[config.mk]
export PLATFORM = sky130hd
export DESIGN_NAME = zxd_top
export DESIGN_NICKNAME = d
export VERILOG_FILES = /design/src/verilog/zxd_pkg.sv /design/src/verilog/zxd_sync.sv /design/src/verilog/zxd_top.sv
export SDC_FILE = /design/constraint.sdc
export NUM_CORES = 1
export LEC_CHECK = 0
export ABC_AREA = 1
export BUFFER_PORTS_ARGS = -buffer_cell sky130_fd_sc_hd__buf_2
export CORE_MARGIN = 2
export CORE_UTILIZATION = 25
export DETAILED_ROUTE_END_ITERATION = 16
export GPL_TIMING_DRIVEN = 1
export SLEW_MARGIN = 20
export SYNTH_ARGS = -nofsm -noshare
export SYNTH_HDL_FRONTEND = slang
export SYNTH_SLANG_ARGS = --single-unit
[constraint.sdc]
create_clock -name ref_clk_i -period 1.7 [get_ports ref_clk_i]
set_clock_uncertainty 0.15 [all_clocks]
set_input_delay 0.34 -clock ref_clk_i [delete_from_list [all_inputs] [get_ports ref_clk_i]]
set_output_delay 0.34 -clock ref_clk_i [all_outputs]
set_load 0.005 [all_outputs]
[src/verilog/zxd_pkg.sv]
package zxd_pkg;

    // register indices; byte address is four times the index
    localparam logic [7:0] CTRL_IDX = 8'h00;
    localparam logic [7:0] RSVD_IDX = 8'h01;
    localparam logic [7:0] EDGE_IDX = 8'h02;
    localparam logic [7:0] STAT_IDX = 8'h03;
    localparam logic [7:0] MASK_IDX = 8'h04;

    // detector_control field positions
    localparam int CTRL_EN_BIT      = 0;
    localparam int CTRL_INV_BIT     = 3;
    localparam int CTRL_PIN_OUTPUT_ENABLE_BIT   = 6;
    localparam int CTRL_RUNSTBY_BIT = 7;
    localparam logic [7:0] CTRL_WMASK = 8'hC9;

    // detector_status and mask field positions
    localparam int STAT_FLAG_BIT  = 0;
    localparam int STAT_LEVEL_BIT = 4;
    localparam int MASK_FLAG_BIT  = 0;

    // reset values
    localparam logic [7:0] CTRL_RST = 8'h00;
    localparam logic [1:0] EDGE_RST = 2'h0;
    localparam logic       MASK_RST = 1'b1;

    // level synchroniser depth
    localparam int SYNC_STAGES = 3;

    typedef enum logic [1:0] {
        EDGE_NONE    = 2'b00,
        EDGE_RISING  = 2'b01,
        EDGE_FALLING = 2'b10,
        EDGE_BOTH    = 2'b11
    } zxd_edge_type;

    typedef enum logic [1:0] {
        SLP_ACTIVE  = 2'b00,
        SLP_IDLE    = 2'b01,
        SLP_STANDBY = 2'b10,
        SLP_PDOWN   = 2'b11
    } zxd_sleep_type;

endpackage

[src/verilog/zxd_sync.sv]
`timescale 1ns/1ps
`default_nettype none

module zxd_sync #(
    parameter int STAGES = 3
) (
    input  wire logic ref_clk_i,
    input  wire logic srst_i,
    input  wire logic async_i,
    output logic      sync_o
);

    // a chain shorter than two is no synchroniser
    if (STAGES < 2) begin : g_bad_depth
        $error("zxd_sync: STAGES must be at least 2");
    end

    logic [STAGES-1:0] chain_ff;

    // only stage 0 sees the raw input; nothing else reads it
    always_ff @(posedge ref_clk_i) begin
        if (srst_i) begin
            chain_ff <= '0;
        end else begin
            chain_ff <= {chain_ff[STAGES-2:0], async_i};
        end
    end

    assign sync_o = chain_ff[STAGES-1];

endmodule

`default_nettype wire

[src/verilog/zxd_top.sv]
// What this block does
// - one level event output tracks comparator level unsynchronised; no event inputs.
// - configured crossing sets the cross flag in the status register.
// - interrupt request high while source enabled, edge select not none and cross flag set.
// - edge select 0 none, 1 rising, 2 falling, 3 both edges.
// - control bit 3 inverts detector output for status, event and edges.
// - control bit 0 enables detector; cleared keeps output and flagging idle.
// - control bit 6 routes detector output to the pin, else pin undriven.
// - idle sleep changes nothing; detector keeps running.
// - standby disables detector unless run in standby bit 7 set.
// - power down disables detector and pin output regardless of bit 7.
// - status bit 4 is detector level after three synchroniser stages.
// - writing one to status bit 0 clears cross flag; zero ignored.
// - without inversion, level bit is one above reference, zero below.
// - inversion also swaps which transitions count as rising or falling.
//
// Design decision made here: register access over APB.
`timescale 1ns/1ps
`default_nettype none

module zxd_top
    import zxd_pkg::*;
#(
    parameter int ADDR_W = 8
) (
    input  wire logic                 ref_clk_i,
    input  wire logic                 srst_i,
    // apb slave
    input  wire logic                 psel_i,
    input  wire logic                 penable_i,
    input  wire logic                 pwrite_i,
    input  wire logic [ADDR_W-1:0]    paddr_i,
    input  wire logic [31:0]          pwdata_i,
    input  wire logic [3:0]           pstrb_i,
    output logic                      pready_o,
    output logic [31:0]               prdata_o,
    output logic                      pslverr_o,
    // comparator and power manager
    input  wire logic                 comp_level_i,
    input  wire zxd_pkg::zxd_sleep_type sleep_mode_i,
    output logic                      comp_enable_o,
    // event, pin and interrupt
    output logic                      event_level_o,
    output logic                      pin_out_o,
    output logic                      pin_oe_o,
    output logic                      irq_o
);

    import zxd_pkg::*;

    // the map needs index 4, i.e. byte address 0x10
    if (ADDR_W < 5) begin : g_bad_addr
        $error("zxd_top: ADDR_W must be at least 5");
    end

    typedef struct packed {
        logic [7:0]   ctrl;
        zxd_edge_type edge_sel;
        logic         cross_flag;
        logic         irq_mask;
        logic         level_prev;
        logic         pready;
        logic [31:0]  prdata;
        logic         pslverr;
        logic         irq;
    } zxd_state_type;

    zxd_state_type st_ff;
    zxd_state_type nxt_st;

    logic det_active;
    logic raw_out;
    logic sync_level;
    logic level_now;
    logic rise_hit;
    logic fall_hit;
    logic edge_hit;
    logic acc_done;
    logic wr_en;
    logic [7:0] acc_idx;
    logic [7:0] rd_byte;
    logic idx_ok;

    // register index from a byte address; shared by read and write paths
    function automatic logic [7:0] reg_index(input logic [ADDR_W-1:0] addr);
        logic [ADDR_W-1:0] shifted;
        shifted = addr >> 2;
        return 8'(shifted);
    endfunction

    // true when the selected edge mode fires on the given transitions
    function automatic logic mode_fires(input zxd_edge_type mode,
                                        input logic rise,
                                        input logic fall);
        logic hit;
        hit = 1'b0;
        unique case (mode)
            EDGE_NONE:    hit = 1'b0;
            EDGE_RISING:  hit = rise;
            EDGE_FALLING: hit = fall;
            EDGE_BOTH:    hit = rise | fall;
        endcase
        return hit;
    endfunction

    // sleep gating: idle runs as active, standby only with the run bit
    always_comb begin
        det_active = 1'b0;
        unique case (sleep_mode_i)
            SLP_ACTIVE:  det_active = st_ff.ctrl[CTRL_EN_BIT];
            SLP_IDLE:    det_active = st_ff.ctrl[CTRL_EN_BIT];
            SLP_STANDBY: det_active = st_ff.ctrl[CTRL_EN_BIT]
                                    & st_ff.ctrl[CTRL_RUNSTBY_BIT];
            SLP_PDOWN:   det_active = 1'b0;
        endcase
    end

    // event path stays unclocked so it works with the clock stopped
    assign raw_out = det_active & (comp_level_i ^ st_ff.ctrl[CTRL_INV_BIT]);
    assign event_level_o = raw_out;
    assign pin_out_o     = raw_out & st_ff.ctrl[CTRL_PIN_OUTPUT_ENABLE_BIT];
    assign pin_oe_o      = det_active & st_ff.ctrl[CTRL_PIN_OUTPUT_ENABLE_BIT];
    assign comp_enable_o = det_active;

    // raw comparator synchronised before any clocked logic looks at it
    zxd_sync #(
        .STAGES   (SYNC_STAGES)
    ) u_level_sync (
        .ref_clk_i (ref_clk_i),
        .srst_i    (srst_i),
        .async_i   (comp_level_i),
        .sync_o    (sync_level)
    );

    // inversion applied after the chain so the status lag stays three cycles
    assign level_now = det_active & (sync_level ^ st_ff.ctrl[CTRL_INV_BIT]);

    // edges on the inverted level, so inversion swaps rising and falling
    assign rise_hit = level_now & ~st_ff.level_prev;
    assign fall_hit = ~level_now & st_ff.level_prev;
    assign edge_hit = det_active & mode_fires(st_ff.edge_sel, rise_hit, fall_hit);

    // apb: pready rises one cycle into the access phase
    assign acc_idx  = reg_index(paddr_i);
    assign acc_done = psel_i & penable_i & st_ff.pready;
    assign wr_en    = acc_done & pwrite_i & ~nxt_st_err_unused(acc_idx) & pstrb_i[0];

    // unmapped addresses answer with pslverr
    function automatic logic nxt_st_err_unused(input logic [7:0] idx);
        return idx > MASK_IDX;
    endfunction

    assign idx_ok = ~nxt_st_err_unused(acc_idx);

    // read mux; reserved and unused bits read zero
    always_comb begin
        rd_byte = 8'h00;
        unique case (acc_idx)
            CTRL_IDX: rd_byte = st_ff.ctrl;
            EDGE_IDX: rd_byte = {6'h00, st_ff.edge_sel};
            STAT_IDX: begin
                rd_byte[STAT_LEVEL_BIT] = level_now;
                rd_byte[STAT_FLAG_BIT]  = st_ff.cross_flag;
            end
            MASK_IDX: rd_byte[MASK_FLAG_BIT] = st_ff.irq_mask;
            default:  rd_byte = 8'h00;
        endcase
    end

    // next state of every register in one place
    always_comb begin
        nxt_st = st_ff;
        nxt_st.level_prev = level_now;

        // handshake: hold pready until the completing edge, then drop it
        if (acc_done) begin
            nxt_st.pready  = 1'b0;
            nxt_st.pslverr = 1'b0;
        end else if (psel_i & penable_i) begin
            nxt_st.pready  = 1'b1;
            nxt_st.pslverr = ~idx_ok;
            nxt_st.prdata  = pwrite_i ? 32'h0000_0000 : {24'h00_0000, rd_byte};
        end

        // register writes take effect on the completing edge only
        if (wr_en) begin
            unique case (acc_idx)
                CTRL_IDX: nxt_st.ctrl = pwdata_i[7:0] & CTRL_WMASK;
                EDGE_IDX: nxt_st.edge_sel = zxd_edge_type'(pwdata_i[1:0]);
                MASK_IDX: nxt_st.irq_mask = pwdata_i[MASK_FLAG_BIT];
                default:  nxt_st.ctrl = st_ff.ctrl;
            endcase
        end

        // write one clears, zero ignored; a same-cycle edge wins
        if (wr_en && acc_idx == STAT_IDX && pwdata_i[STAT_FLAG_BIT]) begin
            nxt_st.cross_flag = 1'b0;
        end
        if (edge_hit) begin
            nxt_st.cross_flag = 1'b1;
        end

        // request follows flag, mask and a non-none edge mode
        nxt_st.irq = nxt_st.cross_flag & nxt_st.irq_mask
                   & (nxt_st.edge_sel != EDGE_NONE);
    end

    // single state register
    always_ff @(posedge ref_clk_i) begin
        if (srst_i) begin
            st_ff            <= '0;
            st_ff.ctrl       <= CTRL_RST;
            st_ff.edge_sel   <= zxd_edge_type'(EDGE_RST);
            st_ff.irq_mask   <= MASK_RST;
        end else begin
            st_ff <= nxt_st;
        end
    end

    assign pready_o  = st_ff.pready;
    assign prdata_o  = st_ff.prdata;
    assign pslverr_o = st_ff.pslverr;
    assign irq_o     = st_ff.irq;

endmodule

`default_nettype wire

==> run metrics, run 1 <==
syn avg cell area 7.32 um^2; dominant synthesized flop cell dfxtp_1; die area 5770 um^2; Peak VDD IR 0.239 mV; Hold Path Class primary input to flip-flop; status finished, violations left; post-route minimum period 1700 ps; RSZ-0062 raised after global routing yes; total wire length 2650 um; clk sink count 21; initial antenna violation count 0; drc violations 0; die height 76.0 um; TritonRoute pass-1 iters 4; Final Cycle Share 1.00; CTS Buf Count 3; Distinct cells, synth 27; Post-synth EDFFs 0; area leader, netlist dfxtp_1; WS Path Type flip-flop to flip-flop; Initial Util 0.257; # nets final 265; required time worst endpoint 1750 ps; WP data arrival 1750 ps; total track usage 0.0877; failing checks negative setup slack; GR Overflow Total 0; dominant cell by count in the synthesized netlist buf_4; Final Non-Filler Cells 280; cts hold-fix bufs 0; DRT iter0 DRCs 18; WL per Instance 9.45 um; Worst setup EP type flip-flop; total power 0.937 mW; Seq cells post-synth 21; vias in the first global route 883; vias per cell 3.84; synthesized instance count 177; H-tree levels 1; share of post-route cells with drive strength above 1 0.367; via count 1076; CP endpoint irq_o; RePlAce Congestion 0.804; sequential share of the synthesized area 0.325; Synth top area share 0.325; Reg2Reg Depth 10; worst-case clock buffer depth 2; synth warn 0; Synth async-reset ratio 0; Max Cap Viol 0; first-pass GRT wire length 4170 um; CTS tree built; synth top area cells dfxtp_1 (32%), buf_4 (19%), nand2_1 (8.4%); DP Cell Count 274; Worst setup SP type flip-flop; achievable frequency 588 MHz; HP Start pwdata_i[7]; Worst-path clk slew 80 ps; Area Overhead vs Synth 20.2%; die width 76.0 um; Root Buffer clkbuf_8; Buffers on Ports 32; FP Rows 26; Antenna Cells 0; crit-path max FO 2; Final WS setup -1.52 ps; Final HPWL DP 2030 um; Cell Area, Synth 1290 um^2; core area 5040 um^2; pin count of the biggest net entering global routing 14; Pwr Density 602 nW/um^2; leak pwr 0.745 nW; Worst R2R End irq_o; endpoints failing hold 0; Antenna Nets Post-Route 0; max-slew violations 0; crit path from u_level_sync.chain_ff[2]; I/O Pins 91; worst slack at placement -13.5 ps; Clk Latency, worst-skew pair 260 ps; Post-synth top cells buf_4 (32), nand2_1 (29), dfxtp_1 (21), inv_1 (20), nor2_1 (17); final setup violating endpoints 1; R2R setup slack -2 ps; start of the worst register-to-register path u_level_sync.chain_ff[2]
[power by group]
group	switching [mW]	total (mW)	internal [mW]
registers	0.00386	0.502	0.498
logic	0.0682	0.103	0.0346
clock network	0.170	0.333	0.163
[what timing repair did]
| item | CTS | global route |
|---|---|---|
| pin swaps | 0 | 9 |
| endpoints found under the setup margin | 1 | 6 |
| gates resized for setup | 1 | 20 |
| buffers inserted | 0 | 2 |
[registers in the layout, summed over array words and instances, names as in the netlist]
signal,cells
irq_o,1
prdata_o,6
pready_o,1
pslverr_o,1
st_ff,9
u_level_sync.chain_ff,3
[worst min-delay path by stage]
stage	slack (ps)	depth (start not counted)	end
finish	150	3	st_ff[47]
global route	130	3	st_ff[47]
CTS	140	3	st_ff[47]
global placement	250	2	u_level_sync.chain_ff[1]
floorplan	240	2	u_level_sync.chain_ff[1]
detailed placement	250	2	u_level_sync.chain_ff[1]
[stage by stage]
step	area, um^2	utilization	TNS (ps)	hold WS (ps)
2_1_floorplan	1390	-	0	238
3_5_place_dp	1420	0.281	-13.5	248
5_1_grt	1560	0.309	-216	134
3_3_place_gp	1420	0.281	-21.6	248
4_1_cts	1460	0.290	0	142
6_report	1560	0.309	-1.52	146
[kinds of logic (layout without fill, tap and decap cells)]
logic type	Yosys count	in the layout	synth area share
and+or+nand+nor	75	75	0.303
buffers and inverters	57	65	0.258
DFF	21	21	0.325
AOI/OAI and AO/OA	20	20	0.0850
adders and majority gates	2	2	0.0193
other	1	26	0.00290
xor gates and xnor gates	1	1	0.00676
[worst max-delay path, cell delays in order (launching register included)]
cell,delay (ps)
dfxtp_2,330
inv_2,40
or2_4,250
a21oi_4,210
ha_4,160
a21oi_2,40
nor2_1,130
nand3_2,100
nand2_2,70
nand3_2,60
nor2_1,100
[cell usage in the layout, fill, tap and decap left out, drive strengths merged, types with 4 or more instances in the layout]
master	Yosys	layout
nand3	12	12
buf	32	37
dfxtp	21	21
nand2	32	32
nor2	23	23
conb	1	26
inv	24	24
a21oi	14	14
o21ai	4	4
[per-layer routing]
metal | track usage | vias up | part of all wire
met5 | 0 | - | 0
met4 | 0.0164 | 0 | 0.0030
met3 | 0.0190 | 2 | 0.052
li1 | - | 565 | -
met1 | 0.126 | 474 | 0.46
met2 | 0.137 | 35 | 0.48
[cell type report]
cell class / instances / area [um^2]
Timing Repair Buffer: 37 / 201
Multi-Input combinational cell: 124 / 708
Fill cell: 554 / 3490
Sequential cell: 21 / 423
Tap cell: 70 / 87.6
Clock inverter: 1 / 5.00
Clock buffer: 3 / 41.3
Inverter: 24 / 90.1
Power figures use the tool's default switching activity.
==> run 2, diff against run 1 <==
--- a/config.mk
+++ b/config.mk
@@ -8,9 +8,10 @@
 export ABC_AREA = 1
 export BUFFER_PORTS_ARGS = -buffer_cell sky130_fd_sc_hd__buf_2
 export CORE_MARGIN = 2
-export CORE_UTILIZATION = 25
+export CORE_UTILIZATION = 40
 export DETAILED_ROUTE_END_ITERATION = 16
 export GPL_TIMING_DRIVEN = 1
+export PLACE_DENSITY = 0.78
 export SLEW_MARGIN = 20
 export SYNTH_ARGS = -nofsm -noshare
 export SYNTH_HDL_FRONTEND = slang
==> run 2 against run 1 <==
Compared with the run above:
- the run now ends clean
- combinational power is essentially flat
- setup slack gained 24 ps
- sequential cell count is the same
- largest cell class unchanged
==> run metrics, run 2 (synthesis results as in run 1) <==
worst-case clock buffer depth 2; commonest non-fill, non-tap cell in the layout buf_2; achievable frequency 596 MHz; cts hold-fix bufs 0; status complete, no violations; GR Overflow Total 0; Worst-path clk slew 110 ps; Buffers on Ports 32; Final Util 0.468; # nets final 263; Top reg by flops st_ff; WP data arrival 1190 ps; RePlAce Congestion 0.785; Antenna Cells 0; Final HPWL DP 1880 um; Reg2Reg Depth 8; H-tree levels 1; leak pwr 0.732 nW; core area 3080 um^2; Worst setup SP type flip-flop; Max Cap Viol 0; vias per cell 4.22; Multi-input gate area 661 um^2; Hold Path Class primary input to flip-flop; Worst Hold Depth 3; Peak VDD IR 0.288 mV; HP Start pwdata_i[3]; CTS Buf Count 3; FILL cells 336; Root Buffer clkbuf_4; die height 60.9 um; Hold EP st_ff[43]; Pwr Density 581 nW/um^2; total wire length 2360 um; drc violations 0; post-route minimum period 1680 ps; DRT iter0 DRCs 14; share of post-route cells with drive strength above 1 0.308; clk sink count 21; WS Path Type flip-flop to output pin; die width 60.9 um; Worst setup EP type output pin; required time worst endpoint 1210 ps; first-pass GRT wire length 3760 um; Area Overhead vs Synth 11.3%; vias in the first global route 927; start of the worst register-to-register path st_ff[43]; FP Rows 20; Clk Latency, worst-skew pair 300 ps; Hold WS 102 ps; Antenna Nets Post-Route 0; initial antenna violation count 0; I/O Pins 91; CTS tree built; final setup violating endpoints 0; commonest cells after routing, fill and taps aside buf_2 (32), nand2_1 (26), conb_1 (26); R2R setup slack 30 ps; WL per Instance 9.37 um; FF+latch area 423 um^2; crit-path max FO 4; Final Cycle Share 0.987; Initial Util 0.421; max reg flops 9; RSZ-0062 raised after global routing yes; TritonRoute pass-1 iters 3; max-slew violations 0; total track usage 0.136; via count 1064; pin count of the biggest net entering global routing 14; die area 3710 um^2; endpoints failing hold 0; Worst R2R End irq_o
run 2: per-stage QoR:
stage,area (um^2),total power [mW],worst slack [ps],setup TNS (ps),cells
after CTS,1420,0.845,7.16,0,252
after floorplan,1390,0.613,172,0,202
after global placement,1380,0.608,32.8,0,247
after detailed placement,1380,0.609,14.9,0,247
after global routing,1440,0.891,-77.1,-287,252
final,1440,0.837,22.6,0,252
run 2: area by class of cell:
type                    instances  area share
inverters                      24      0.0625
repair buffers                 35       0.129
flip-flops and latches         21       0.293
clock buffers                   4      0.0182
well taps                      44      0.0382
multi-input cells             124       0.458
run 2: worst max-delay path, stage by stage (launching register included):
cell     delay (ps)
dfxtp_2         360
nand2_2          50
nand2_2          60
nand2_2          60
buf_6           130
nor3_4          100
buf_2           130
run 2: routing by layer:
| metal | global-route usage | wire [um] |
|---|---|---|
| met4 | 0.0528 | 10 |
| met3 | 0.0299 | 137 |
| met1 | 0.174 | 1060 |
| met5 | 0 | 0 |
| met2 | 0.224 | 1150 |
run 2: worst max path at each step:
| stage | start | end | slack [ps] | cells past startpoint |
|---|---|---|---|---|
| floorplan | st_ff[43] | irq_o | 170 | 10 |
| global placement | sleep_mode_i[0] | irq_o | 30 | 14 |
| detailed placement | sleep_mode_i[0] | irq_o | 10 | 14 |
| CTS | st_ff[47] | pin_out_o | 7 | 6 |
| global route | st_ff[47] | pin_out_o | -80 | 6 |
| finish | st_ff[47] | pin_out_o | 20 | 6 |
run 2: power by group:
part	internal (mW)	switching, mW
Clock	0.0914	0.144
Sequential	0.498	0.00354
Combinational	0.0331	0.0665
run 2: what timing repair did:
action	CTS	global route
buffers inserted	1	0
setup endpoints to repair	4	5
pin swaps	0	1
gates resized for setup	4	5
